$ cat src/scms_regs.vh
`ifndef SCMS_REGS_VH
`define SCMS_REGS_VH
`define SCMS_ADDR_IFCFG 8'h02
`define SCMS_ADDR_CFGA 8'h12
`define SCMS_ADDR_TH0 8'h13
`define SCMS_ADDR_TH1 8'h14
`define SCMS_ADDR_TH2 8'h15
`define SCMS_ADDR_CFGB 8'h16
`define SCMS_WRITE_OFS 8'h40
`define SCMS_WRITE_END 8'h80
`define SCMS_RES_BASE 5'h0C
`define SCMS_LAST_STEP 2'h3
`define SCMS_CMD_NOM 8'hA8
`define SCMS_CMD_CM 8'hA9
`define SCMS_CMD_MEAS 8'hAA
`define SCMS_CMD_CYC 8'hAB
`define SCMS_INT_LSB 7
`define SCMS_INT_MSB 8
`define SCMS_SSPOL_BIT 9
`define SCMS_CYC_LSB 12
`define SCMS_CYC_MSB 14
`define SCMS_RES_LSB 0
`define SCMS_RES_MSB 2
`define SCMS_INT_EOC 2'h0
`define SCMS_INT_ABOVE 2'h1
`define SCMS_INT_BELOW 2'h2
`define SCMS_MUX_ANALOG_GROUND_REF 2'h0
`define SCMS_MUX_SENSOR 2'h1
`define SCMS_MUX_TEMP 2'h2
`define SCMS_IF_NONE 2'h0
`define SCMS_IF_TWI 2'h1
`define SCMS_IF_SPI 2'h2
`define SCMS_RST_WORD 16'h0000
`endif

$ cat src/scms_sequencer.v
`timescale 1ns/1ps
`include "scms_regs.vh"
module scms_sequencer #(
   parameter CLK_MHZ = 250,
   parameter STA1_US = 1,
   parameter STA2_US = 2,
   parameter WUP1_US = 1,
   parameter WUP2_US = 2,
   parameter INIT_CYC = 16,
   parameter CYC_UNIT = 8192,
   parameter STEP_CYC = 64,
   parameter CALC_CYC = 32
) (
   input wire i_clk_sys,
   input wire i_resetn,
   input wire i_ext_reset_pin,
   input wire i_slave_select,
   input wire i_twi_cmd_valid,
   input wire i_spi_cmd_valid,
   input wire [7:0] i_cmd_byte,
   input wire [15:0] i_cmd_data,
   input wire i_corr_valid,
   input wire [23:0] i_corr_result,
   output wire o_cmd_ready,
   output reg [15:0] o_read_data,
   output reg o_read_valid,
   output reg [1:0] o_if_type,
   output reg o_core_on,
   output reg o_cfg_temp,
   output reg [1:0] o_amp_mux,
   output reg o_adc_start,
   output reg o_calc_start,
   output reg o_cmd_mode,
   output reg o_conv_done
);
   // ****************************************
   // timing
   // ****************************************
   localparam STA1_CYC = STA1_US * CLK_MHZ;
   localparam STA2_CYC = STA2_US * CLK_MHZ;
   localparam WUP1_CYC = WUP1_US * CLK_MHZ;
   localparam WUP2_CYC = WUP2_US * CLK_MHZ;

   // ****************************************
   // state codes, one hot
   // ****************************************
   localparam S_INIT = 8'h01;
   localparam S_SLEEP = 8'h02;
   localparam S_WAKE = 8'h04;
   localparam S_ACTIVE = 8'h08;
   localparam S_STEP = 8'h10;
   localparam S_CALC = 8'h20;
   localparam S_PAUSE = 8'h40;
   localparam S_UNUSED = 8'h80;

   // ****************************************
   // synchronisers and reset pin
   // ****************************************
   reg [1:0] rpin_sync;
   reg [1:0] ss_sync;
   reg rpin_prev;
   always @(posedge i_clk_sys or negedge i_resetn) begin
      if (!i_resetn) begin
         rpin_sync <= 2'h3;
         ss_sync <= 2'h0;
         rpin_prev <= 1'b1;
      end else begin
         rpin_sync <= {rpin_sync[0], i_ext_reset_pin};
         ss_sync <= {ss_sync[0], i_slave_select};
         rpin_prev <= rpin_sync[1];
      end
   end
   wire pin_fall = rpin_prev & ~rpin_sync[1];

   // ****************************************
   // registers
   // ****************************************
   // configuration words; only a power-on reset clears them
   reg [15:0] ifcfg;
   reg [15:0] cfga;
   reg [15:0] th0;
   reg [15:0] th1;
   reg [15:0] th2;
   reg [15:0] cfgb;

   // ****************************************
   // sequencer state
   // ****************************************
   reg [7:0] state;
   reg [31:0] cnt;
   // stops at the longer start-up delay so it never wraps
   reg [31:0] up_cnt;
   reg first_cmd;
   reg [1:0] step;
   reg cyclic;
   reg meas_req;

   // ****************************************
   // command decode
   // ****************************************
   wire cmd_valid = i_twi_cmd_valid | i_spi_cmd_valid;
   wire sta1_done = up_cnt >= STA1_CYC;
   wire sta2_done = up_cnt >= STA2_CYC;
   wire in_init = (state == S_INIT);
   wire can_cmd = sta1_done & !in_init & (state != S_WAKE || cnt >= WUP1_CYC);
   // combinational, so the host sees the gate in the cycle it offers a byte
   assign o_cmd_ready = can_cmd;
   wire cmd_take = cmd_valid & can_cmd;
   wire [7:0] wr_addr = i_cmd_byte - `SCMS_WRITE_OFS;
   wire is_wr = i_cmd_byte >= `SCMS_WRITE_OFS && i_cmd_byte < `SCMS_WRITE_END;
   wire is_rd = i_cmd_byte < `SCMS_WRITE_OFS;
   wire is_meas = i_cmd_byte == `SCMS_CMD_MEAS || i_cmd_byte == `SCMS_CMD_CYC;
   // polarity bit set means the select line is high active
   wire ss_act = ss_sync[1] ~^ ifcfg[`SCMS_SSPOL_BIT];

   // ****************************************
   // threshold compare
   // ****************************************
   // left aligned thresholds: thr1 is the top, thr2 the bottom 24 bits of words 13..15
   wire [47:0] th_all = {th0, th1, th2};
   wire [23:0] thr1 = th_all[47:24];
   wire [23:0] thr2 = th_all[23:0];
   wire [2:0] res_sel = cfga[`SCMS_RES_MSB:`SCMS_RES_LSB];

   // pause in clock cycles; the field encodes one to eight units
   function [31:0] scms_pause_len;
      input [2:0] f;
      begin
         scms_pause_len = CYC_UNIT * ({29'h0, f} + 32'h1);
      end
   endfunction
   wire [2:0] cyc_field = ifcfg[`SCMS_CYC_MSB:`SCMS_CYC_LSB];
   wire [31:0] pause_len = scms_pause_len(cyc_field);

   // keeps only the top (res+12) bits for comparison
   function [23:0] scms_mask;
      input [23:0] v;
      input [2:0] r;
      begin
         scms_mask = v & ~(24'hFFFFFF >> ({2'h0, r} + `SCMS_RES_BASE));
      end
   endfunction
   wire [23:0] cres = scms_mask(i_corr_result, res_sel);
   wire above = cres > scms_mask(thr1, res_sel);
   wire below = cres < scms_mask(thr2, res_sel);

   // ****************************************
   // interrupt level
   // ****************************************
   // the pin level that a finished, corrected result would show
   reg irq_lvl;
   always @* begin
      case (ifcfg[`SCMS_INT_MSB:`SCMS_INT_LSB])
         `SCMS_INT_EOC: irq_lvl = 1'b1;
         `SCMS_INT_ABOVE: irq_lvl = above;
         `SCMS_INT_BELOW: irq_lvl = below;
         default: irq_lvl = above | below;
      endcase
   end

   // ****************************************
   // interface detection
   // ****************************************
   // a reset-pin restart keeps the lock; only power-on clears it
   always @(posedge i_clk_sys or negedge i_resetn) begin
      if (!i_resetn) begin
         o_if_type <= `SCMS_IF_NONE;
      end else if (o_if_type == `SCMS_IF_NONE && !in_init && !pin_fall) begin
         if (i_twi_cmd_valid && !ss_act) begin
            o_if_type <= `SCMS_IF_TWI;
         end else if (ss_act) begin
            o_if_type <= `SCMS_IF_SPI;
         end
      end
   end

   // ****************************************
   // configuration words
   // ****************************************
   // a reset-pin restart keeps the words; only power-on clears them
   always @(posedge i_clk_sys or negedge i_resetn) begin
      if (!i_resetn) begin
         ifcfg <= `SCMS_RST_WORD;
         cfga <= `SCMS_RST_WORD;
         th0 <= `SCMS_RST_WORD;
         th1 <= `SCMS_RST_WORD;
         th2 <= `SCMS_RST_WORD;
         cfgb <= `SCMS_RST_WORD;
      end else if (cmd_take && is_wr && !pin_fall) begin
         case (wr_addr)
            `SCMS_ADDR_IFCFG: ifcfg <= i_cmd_data;
            `SCMS_ADDR_CFGA: cfga <= i_cmd_data;
            `SCMS_ADDR_TH0: th0 <= i_cmd_data;
            `SCMS_ADDR_TH1: th1 <= i_cmd_data;
            `SCMS_ADDR_TH2: th2 <= i_cmd_data;
            `SCMS_ADDR_CFGB: cfgb <= i_cmd_data;
            default: ;
         endcase
      end
   end

   // ****************************************
   // read answers
   // ****************************************
   // unmapped addresses answer zero so the host never waits on them
   always @(posedge i_clk_sys or negedge i_resetn) begin
      if (!i_resetn) begin
         o_read_data <= 16'h0000;
         o_read_valid <= 1'b0;
      end else if (pin_fall) begin
         o_read_valid <= 1'b0;
      end else begin
         o_read_valid <= cmd_take & is_rd;
         if (cmd_take && is_rd) begin
            case (i_cmd_byte)
               `SCMS_ADDR_IFCFG: o_read_data <= ifcfg;
               `SCMS_ADDR_CFGA: o_read_data <= cfga;
               `SCMS_ADDR_TH0: o_read_data <= th0;
               `SCMS_ADDR_TH1: o_read_data <= th1;
               `SCMS_ADDR_TH2: o_read_data <= th2;
               `SCMS_ADDR_CFGB: o_read_data <= cfgb;
               default: o_read_data <= 16'h0000;
            endcase
         end
      end
   end

   // ****************************************
   // main sequencer
   // ****************************************
   always @(posedge i_clk_sys or negedge i_resetn) begin
      if (!i_resetn) begin
         state <= S_INIT;
         cnt <= 32'h0;
         up_cnt <= 32'h0;
         first_cmd <= 1'b1;
         step <= 2'h0;
         cyclic <= 1'b0;
         meas_req <= 1'b0;
         o_core_on <= 1'b1;
         o_cfg_temp <= 1'b0;
         o_amp_mux <= `SCMS_MUX_ANALOG_GROUND_REF;
         o_adc_start <= 1'b0;
         o_calc_start <= 1'b0;
         o_cmd_mode <= 1'b0;
         o_conv_done <= 1'b0;
      end else if (pin_fall) begin
         // soft restart keeps the interface lock until a real power-on
         state <= S_INIT;
         cnt <= 32'h0;
         up_cnt <= 32'h0;
         first_cmd <= 1'b1;
         cyclic <= 1'b0;
         meas_req <= 1'b0;
         o_core_on <= 1'b1;
         o_cmd_mode <= 1'b0;
         o_conv_done <= 1'b0;
         o_adc_start <= 1'b0;
         o_calc_start <= 1'b0;
      end else begin
         o_adc_start <= 1'b0;
         o_calc_start <= 1'b0;
         if (!sta2_done) begin
            up_cnt <= up_cnt + 32'h1;
         end
         if (cmd_take) begin
            first_cmd <= 1'b0;
            if (i_cmd_byte == `SCMS_CMD_CM && first_cmd && !o_cmd_mode) begin
               o_cmd_mode <= 1'b1;
            end else if (i_cmd_byte == `SCMS_CMD_NOM && o_cmd_mode) begin
               o_cmd_mode <= 1'b0;
            end else if (is_meas) begin
               meas_req <= 1'b1;
               cyclic <= (i_cmd_byte == `SCMS_CMD_CYC);
            end
            if (state == S_SLEEP) begin
               state <= S_WAKE;
               o_core_on <= 1'b1;
               cnt <= 32'h0;
            end
         end
         case (state)
            S_INIT: begin
               // core reads interface config, then sleeps
               cnt <= cnt + 32'h1;
               if (cnt >= INIT_CYC) begin
                  state <= S_SLEEP;
                  o_core_on <= 1'b0;
               end
            end
            S_SLEEP: ;
            S_WAKE: begin
               if (!cmd_take) begin
                  cnt <= cnt + 32'h1;
               end
               if (cnt >= WUP2_CYC) begin
                  state <= S_ACTIVE;
               end
            end
            S_ACTIVE: begin
               if (meas_req && sta2_done) begin
                  meas_req <= 1'b0;
                  step <= 2'h0;
                  state <= S_STEP;
                  cnt <= 32'h0;
                  o_adc_start <= 1'b1;
                  o_cfg_temp <= 1'b0;
                  o_amp_mux <= `SCMS_MUX_ANALOG_GROUND_REF;
                  if (!cyclic) begin
                     o_conv_done <= 1'b0;
                  end
               // command mode never sleeps; only the normal-mode byte, a reset-pin restart or a power-on reset ends it
               end else if (!meas_req && !o_cmd_mode && !cmd_take) begin
                  state <= S_SLEEP;
                  o_core_on <= 1'b0;
               end
            end
            S_STEP: begin
               cnt <= cnt + 32'h1;
               if (cnt >= STEP_CYC) begin
                  cnt <= 32'h0;
                  // each step lasts STEP_CYC+1 cycles, launch cycle included
                  if (step == `SCMS_LAST_STEP) begin
                     state <= S_CALC;
                     o_calc_start <= 1'b1;
                  end else begin
                     step <= step + 2'h1;
                     o_adc_start <= 1'b1;
                     case (step)
                        2'h0: begin
                           o_cfg_temp <= 1'b0;
                           o_amp_mux <= `SCMS_MUX_SENSOR;
                        end
                        2'h1: begin
                           o_cfg_temp <= 1'b1;
                           o_amp_mux <= `SCMS_MUX_ANALOG_GROUND_REF;
                        end
                        default: begin
                           o_cfg_temp <= 1'b1;
                           o_amp_mux <= `SCMS_MUX_TEMP;
                        end
                     endcase
                  end
               end
            end
            S_CALC: begin
               cnt <= cnt + 32'h1;
               // only the corrected result reaches the pin
               if (i_corr_valid || cnt >= CALC_CYC) begin
                  // a timed-out calculation leaves the pin alone: no fresh result
                  if (i_corr_valid) begin
                     o_conv_done <= irq_lvl;
                  end
                  cnt <= 32'h0;
                  if (cyclic) begin
                     state <= S_PAUSE;
                     o_core_on <= o_cmd_mode;
                  end else begin
                     state <= S_ACTIVE;
                  end
               end
            end
            S_PAUSE: begin
               cnt <= cnt + 32'h1;
               // core stays off during the pause unless command mode holds it
               if (cnt >= pause_len) begin
                  meas_req <= 1'b1;
                  state <= S_ACTIVE;
                  o_core_on <= 1'b1;
                  cnt <= 32'h0;
               end
            end
            default: state <= S_INIT;
         endcase
      end
   end
endmodule

$ cat config.mk
export PLATFORM = sky130hd
export DESIGN_NAME = scms_sequencer
export DESIGN_NICKNAME = d
export VERILOG_FILES = /design/src/scms_sequencer.v
export VERILOG_INCLUDE_DIRS = /design/src /design/src/src
export SDC_FILE = /design/constraint.sdc
export NUM_CORES = 1
export LEC_CHECK = 0
export ABC_AREA = 1
export BUFFER_PORTS_ARGS = -buffer_cell sky130_fd_sc_hd__buf_2
export CORE_MARGIN = 2
export CORE_UTILIZATION = 25
export DETAILED_ROUTE_END_ITERATION = 10
export SKIP_LAST_GASP = 1
export SYNTH_ARGS = -nofsm -noshare
export SYNTH_HDL_FRONTEND = slang
export SYNTH_SLANG_ARGS = --single-unit
export TNS_END_PERCENT = 1
$ cat constraint.sdc
create_clock -name i_clk_sys -period 3 [get_ports i_clk_sys]
set_input_delay 0.3 -clock i_clk_sys [delete_from_list [all_inputs] [get_ports i_clk_sys]]
set_output_delay 0.3 -clock i_clk_sys [all_outputs]
set_load 0.005 [all_outputs]
**After elaboration in Yosys (flattened, before gate mapping)**

Index checks and enable logic that the tools add are counted.

- Register bits: 205
- Latch bits: 0
- Bits in writable memories: 0
- ROM bits: 0
- Bits of input ports: 55
- Output and inout port bits: 28
- Word-level logic and storage cells: 227
- Memories kept: 0

- Add/subtract/negate cells: 6
- Multiply operators: 0
- Div/mod/pow operators: 0
- Order comparisons: 13
- Equality and inequality tests: 38
- Shift operators: 1
- Mux-type cells: 86
- Bitwise gates (word level): 14
- Reductions and logical operators: 43

Operator list:

| kind | number |
|---|---|
| 32-bit 2-to-1 mux | 10 |
| 32-bit case mux with 6 select lines | 1 |
| 16-bit case mux with 6 select lines | 1 |
| 8-bit by 5-bit == test with 1-bit output, second input constant | 11 |
| 8-bit 2-to-1 mux | 11 |
| 24-bit bitwise AND | 3 |
| 32-bit by 1-bit adder with 32-bit output, second input constant | 2 |
| 32-bit by 8-bit greater-or-equal comparator with 1-bit output, second input constant | 2 |
| 32-bit by 9-bit greater-or-equal comparator with 1-bit output, second input constant | 2 |
| 8-bit case mux with 7 select lines | 1 |
| 1-bit 2-to-1 mux | 45 |
| 8-bit == test, second input constant | 4 |
| 32-bit by 17-bit greater-or-equal comparator with 1-bit output | 1 |
| 32-bit by 5-bit greater-or-equal comparator with 1-bit output, second input constant | 1 |
| 32-bit by 6-bit greater-or-equal comparator with 1-bit output, second input constant | 1 |
| 32-bit by 7-bit greater-or-equal comparator with 1-bit output, second input constant | 1 |
| 8-bit by 2-bit == test with 1-bit output, second input constant | 3 |
| 24-bit > comparator | 1 |
| 24-bit < comparator | 1 |
| 24-bit inverter | 1 |
| 24-bit by 5-bit right shift with 24-bit output, first input constant | 1 |
| 2-bit AND reduction | 9 |
| 2-bit 2-to-1 mux | 7 |
| 1-bit logical AND | 13 |
| 33 further kinds | 68 |

**Longest topological paths before layout**

- Depth after elaboration: 11
- Mapped depth: 18
- Depth with buffers taken out: 17

**Least setup slack after synthesis**

OpenSTA, ideal clock, no wires.

- Path type: reg-to-reg
- From: register ifcfg[12]
- To: register cnt[28]
- Setup time: 117 ps
- Data arrival time: 2087 ps
- Required time: 2883 ps
- Path slack: 797 ps
- Cell stages (with the launch flop): 18
- Path buffers: 1
- Period minus slack after synthesis: 2203 ps
- Cell sequence: dfrtp_1 -> ha_1 -> xnor2_1 -> ha_1 -> nand2_1 -> nor2_1 -> nand2_1 -> nor2_1 -> nand2_1 -> nand4_1 -> nand2_1 -> nor2_2 -> nand2_4 -> buf_6 -> nand2_1 -> nand3_1 -> nand2_1 -> nor2_1

- Longest elaborated chain between the ends: 5

RTL lines:

| what | line | source |
|---|---|---|
| from (decl) | scms_sequencer.v:79 | `reg [15:0] ifcfg;` |
| from (signal assigned) | scms_sequencer.v:183 | `` ifcfg <= `SCMS_RST_WORD; `` |
| from (signal assigned) | scms_sequencer.v:191 | `` `SCMS_ADDR_IFCFG: ifcfg <= i_cmd_data; `` |
| 3-bit by 1-bit adder with 4-bit output | scms_sequencer.v:129 | `scms_pause_len = CYC_UNIT * ({29'h0, f} + 32'h1);` |
| 32-bit by 17-bit greater-or-equal comparator with 1-bit output | scms_sequencer.v:366 | `if (cnt >= pause_len) begin` |
| 32-bit 2-to-1 mux | scms_sequencer.v:366 |  |
| 32-bit case mux with 6 select lines | scms_sequencer.v:282 | `case (state)` |
| 32-bit 2-to-1 mux | scms_sequencer.v:247 | `end else if (pin_fall) begin` |
| to (signal assigned) | scms_sequencer.v:285 | `cnt <= cnt + 32'h1;` |
| to (signal assigned) | scms_sequencer.v:294 | `cnt <= cnt + 32'h1;` |
| to (signal assigned) | scms_sequencer.v:364 | `cnt <= cnt + 32'h1;` |
| to (decl) | scms_sequencer.v:90 | `reg [31:0] cnt;` |

No other way between the ends.
A chain may end at the register's enable or synchronous reset.

**Final worst setup path**

- From: register ifcfg[12]
- To: register cnt[24]

Same word-level chain as after synthesis.

==> reports/summary.txt <==
status -> finished with violations
failing checks -> DRC
worst-skew pair later-pin latency -> 0.53 ns
Critical-path top delay cell -> dfrtp_1
sequential element share of the synthesized area -> 0.433
fin util -> 0.292
clock root cell -> clkbuf_16
worst path required time -> 3.42 ns
async set or reset register ratio after synthesis -> 1.00
cts bufs inserted -> 24
global-route usage over all layers -> 0.135
Worst-Margin Slew -> 0.698 ns
setup_tns -> 0 ns
Setup Buffers After CTS -> 0
first-pass iteration count of the detailed router -> 8
critical path, cell by cell -> ha_1 > xnor2_1 > ha_1 > nand2_1 > nor2_1 > nand2_1 > nor2_1 > nand2_1 > nand4_1 > nand2_1 > nor2_2 > nand2_4 > nand2_1 > nand3_1 > nand2_1 > nor2_1
Post-Synth Simple-Gate Area -> 0.282
period utilization -> 0.858
DP Cell Count -> 2136
total clock sinks -> 205
pre-CTS setup slack -> 0.408 ns
synthesis-to-layout area growth -> 15.0%
vias in the first global route -> 9936
Core ar. -> 46700 um^2
HPWL Detailed -> 23.6 mm
aggregate routed wire length -> 33.0 mm
mux contribution to synthesized area -> 0
CP max FO -> 33
I/O pin cnt -> 83
WP data arrival -> 2.99 ns
cell count after synthesis -> 1489
Max Slew Vio Count -> 0
synth warn -> 0
Worst path max stage delay -> 0.41 ns
number of synthesized flops with an enable pin -> 0
Highest Clock Rate -> 0.389 GHz
Resize count post-CTS -> 0
Tot Pwr -> 6.38 mW
syn nets -> 1595
cell area after layout -> 13600 um^2
Via Count -> 10187
fin crit period -> 2.57 ns
grt ovf -> 0
CP endpoint kind -> register
setup slack after layout -> 0.427 ns
Post-CTS Hold Buffers -> 3
skew final -> 0.00935 ns
DRC viols -> 2
Cell variety after synth -> 50
Final setup viols -> 0
fin nets -> 1664
max cap viols -> 0
worst hold-check path type -> in2reg
largest family of logic cells by synthesized area -> simple AND/OR/NAND/NOR gates
CP Class -> reg2reg
CP Buf/Inv Count -> 0
gpl congestion -> 0.908
largest net degree at the start of global routing -> 84
Final Non-Filler Cells -> 2181
# fillers -> 5053
first-pass GRT wire length -> 53.9 mm
CP delay by family, top -> simple AND/OR/NAND/NOR gates
CTS tree -> built
initial antenna violation count -> 0
Synth Area in Compound Gates -> 0.129
worst vdd ir -> 0.467 mV
Post-Synth XOR/XNOR Area -> 0.00517
Via density -> 4.67
number of synthesized register bits -> 205
ant diodes -> 0
CTS clk-pin slew, worst paths -> 0.06 ns
mapped cell area -> 11900 um^2
row count -> 79
die width -> 222 um
CP startpoint kind -> register
Pleak -> 6.22 nW
Fin. Hold Viols -> 0
Die H -> 222 um
initial drt markers -> 628
wire per inst -> 15.1 um
Most common cell on crit path -> nand2_1
pwr dens -> 468 nW/um^2
Post-synth top flop -> dfrtp_1
share of layout cells above drive strength 1 -> 0.152
CTS HTree Levels -> 1
WHS -> 0.0720 ns
unrepaired setup endpoints after global routing -> false
area post-placement -> 12800 um^2
post-synthesis adder-cell area fraction -> 0.0538
ANT nets after route -> 0
Avg Cell Area, Syn -> 7.96 um^2
Initial Utilization -> 0.254
number of port buffers -> 77
Die ar. -> 49200 um^2
Slew HR -> 0.531
CTS Buffer Depth -> 3
## path summary, 6_finish.rpt
| path | startpoint | endpoint | slack [ns] | cells after the start |
|---|---|---|---|---|
| worst max-delay path | ifcfg[12] | cnt[24] | 0.43 | 16 |
| worst min-delay path | i_twi_cmd_valid | o_if_type[0] | 0.07 | 3 |
| worst max register to register | ifcfg[12] | cnt[24] | 0.43 | 16 |
| worst min register to register | ss_sync[0] | ss_sync[1] | 0.35 | 0 |
| max in group asynchronous | i_resetn | state[0] | 1.76 | 3 |
| min in group asynchronous | i_resetn | o_read_data[6] | 0.36 | 2 |
## logic make-up after synthesis
kind of cell | after synthesis
adder cells (fa/ha/maj) | 51
flip-flops | 205
AO/OA/AOI/OAI | 256
other | 1
buffers and inverters | 245
AND/OR/NAND/NOR | 724
XOR/XNOR | 7
## power by group
part           switching (mW)  internal, mW  total [mW]
clock network            1.18          1.93        3.11
registers              0.0369          2.80        2.84
logic                   0.297         0.126       0.423
total                    1.52          4.86        6.38
## sequential cells by signal (all words and copies together), names as in the netlist, 2 cells and up
register,count
cnt,32
up_cnt,32
cfga,16
cfgb,16
ifcfg,16
o_read_data,16
th0,16
th1,16
th2,16
state,8
o_amp_mux,2
o_if_type,2
rpin_sync,2
ss_sync,2
step,2
## worst register-to-register path, stage by stage, from the launching register on
cell,delay [ns]
dfrtp_1,0.41
ha_1,0.22
xnor2_1,0.12
ha_1,0.31
nand2_1,0.07
nor2_1,0.10
nand2_1,0.08
nor2_1,0.09
nand2_1,0.08
nand4_1,0.11
nand2_1,0.09
nor2_2,0.21
nand2_4,0.27
nand2_1,0.14
nand3_1,0.07
nand2_1,0.06
nor2_1,0.04
## placed cells by master (no fill, tap or decap), types with 8 or more instances in the layout
master     instances
nand4_1           21
clkbuf_16         25
nor2_2            10
o21ai_2           50
dfrtp_1          199
o21ai_0           50
buf_2             76
nor2_1           128
nand3_4            8
buf_4             14
nand2_1          327
nor4_1             8
inv_1            183
nand3_1          145
nor3_1            42
a21oi_1           61
o21ai_1           67
ha_1              51
## per-layer routing
metal | track usage | wire, um | part of all wire
met1 | 0.186 | 15200 | 0.46
met2 | 0.223 | 15200 | 0.46
met3 | 0.0191 | 1750 | 0.053
met4 | 0.0329 | 745 | 0.023
met5 | 0 | 0 | 0
## synthesized netlist by cell type, types with 2 or more instances
master / instances / area (um^2)
nand3_4: 8 / 140
xnor2_1: 4 / 35.0
xor2_1: 3 / 26.3
nand2_4: 3 / 33.8
nand2_1: 327 / 1230
or2_2: 4 / 25.0
o22ai_1: 7 / 43.8
inv_1: 183 / 687
nor2_4: 5 / 56.3
buf_6: 26 / 293
buf_2: 10 / 50.1
a31oi_1: 5 / 31.3
o21a_1: 3 / 22.5
inv_2: 7 / 26.3
nand2_2: 3 / 18.8
o21ai_1: 67 / 335
ha_1: 51 / 638
a21oi_1: 61 / 305
nand3_2: 3 / 30.0
nand4_1: 21 / 131
nor3_1: 43 / 215
buf_1: 2 / 7.51
nor4_1: 9 / 56.3
nor3b_1: 2 / 15.0
and2_1: 2 / 12.5
nand3_1: 145 / 726
dfstp_2: 6 / 158
a211oi_1: 4 / 30.0
dfrtp_1: 199 / 4980
clkbuf_1: 12 / 45.0
nand3b_1: 4 / 30.0
o21ai_0: 50 / 250
and3_1: 2 / 12.5
nor2_2: 10 / 62.6
nor2_1: 129 / 484
o211ai_1: 3 / 22.5
buf_4: 4 / 30.0
o21ai_2: 50 / 438
## final cells by class
cell class                 count  area (um^2)  area share
sequential                   205         5140       0.377
multi-input combinational   1039         5600       0.410
clock buffer                  32          682      0.0500
inverter                     191          717      0.0526
timing repair buffer          97          591      0.0433
tap                          607          759      0.0557
clock inverter                10          155      0.0114
(Power assumes the default switching activity.)
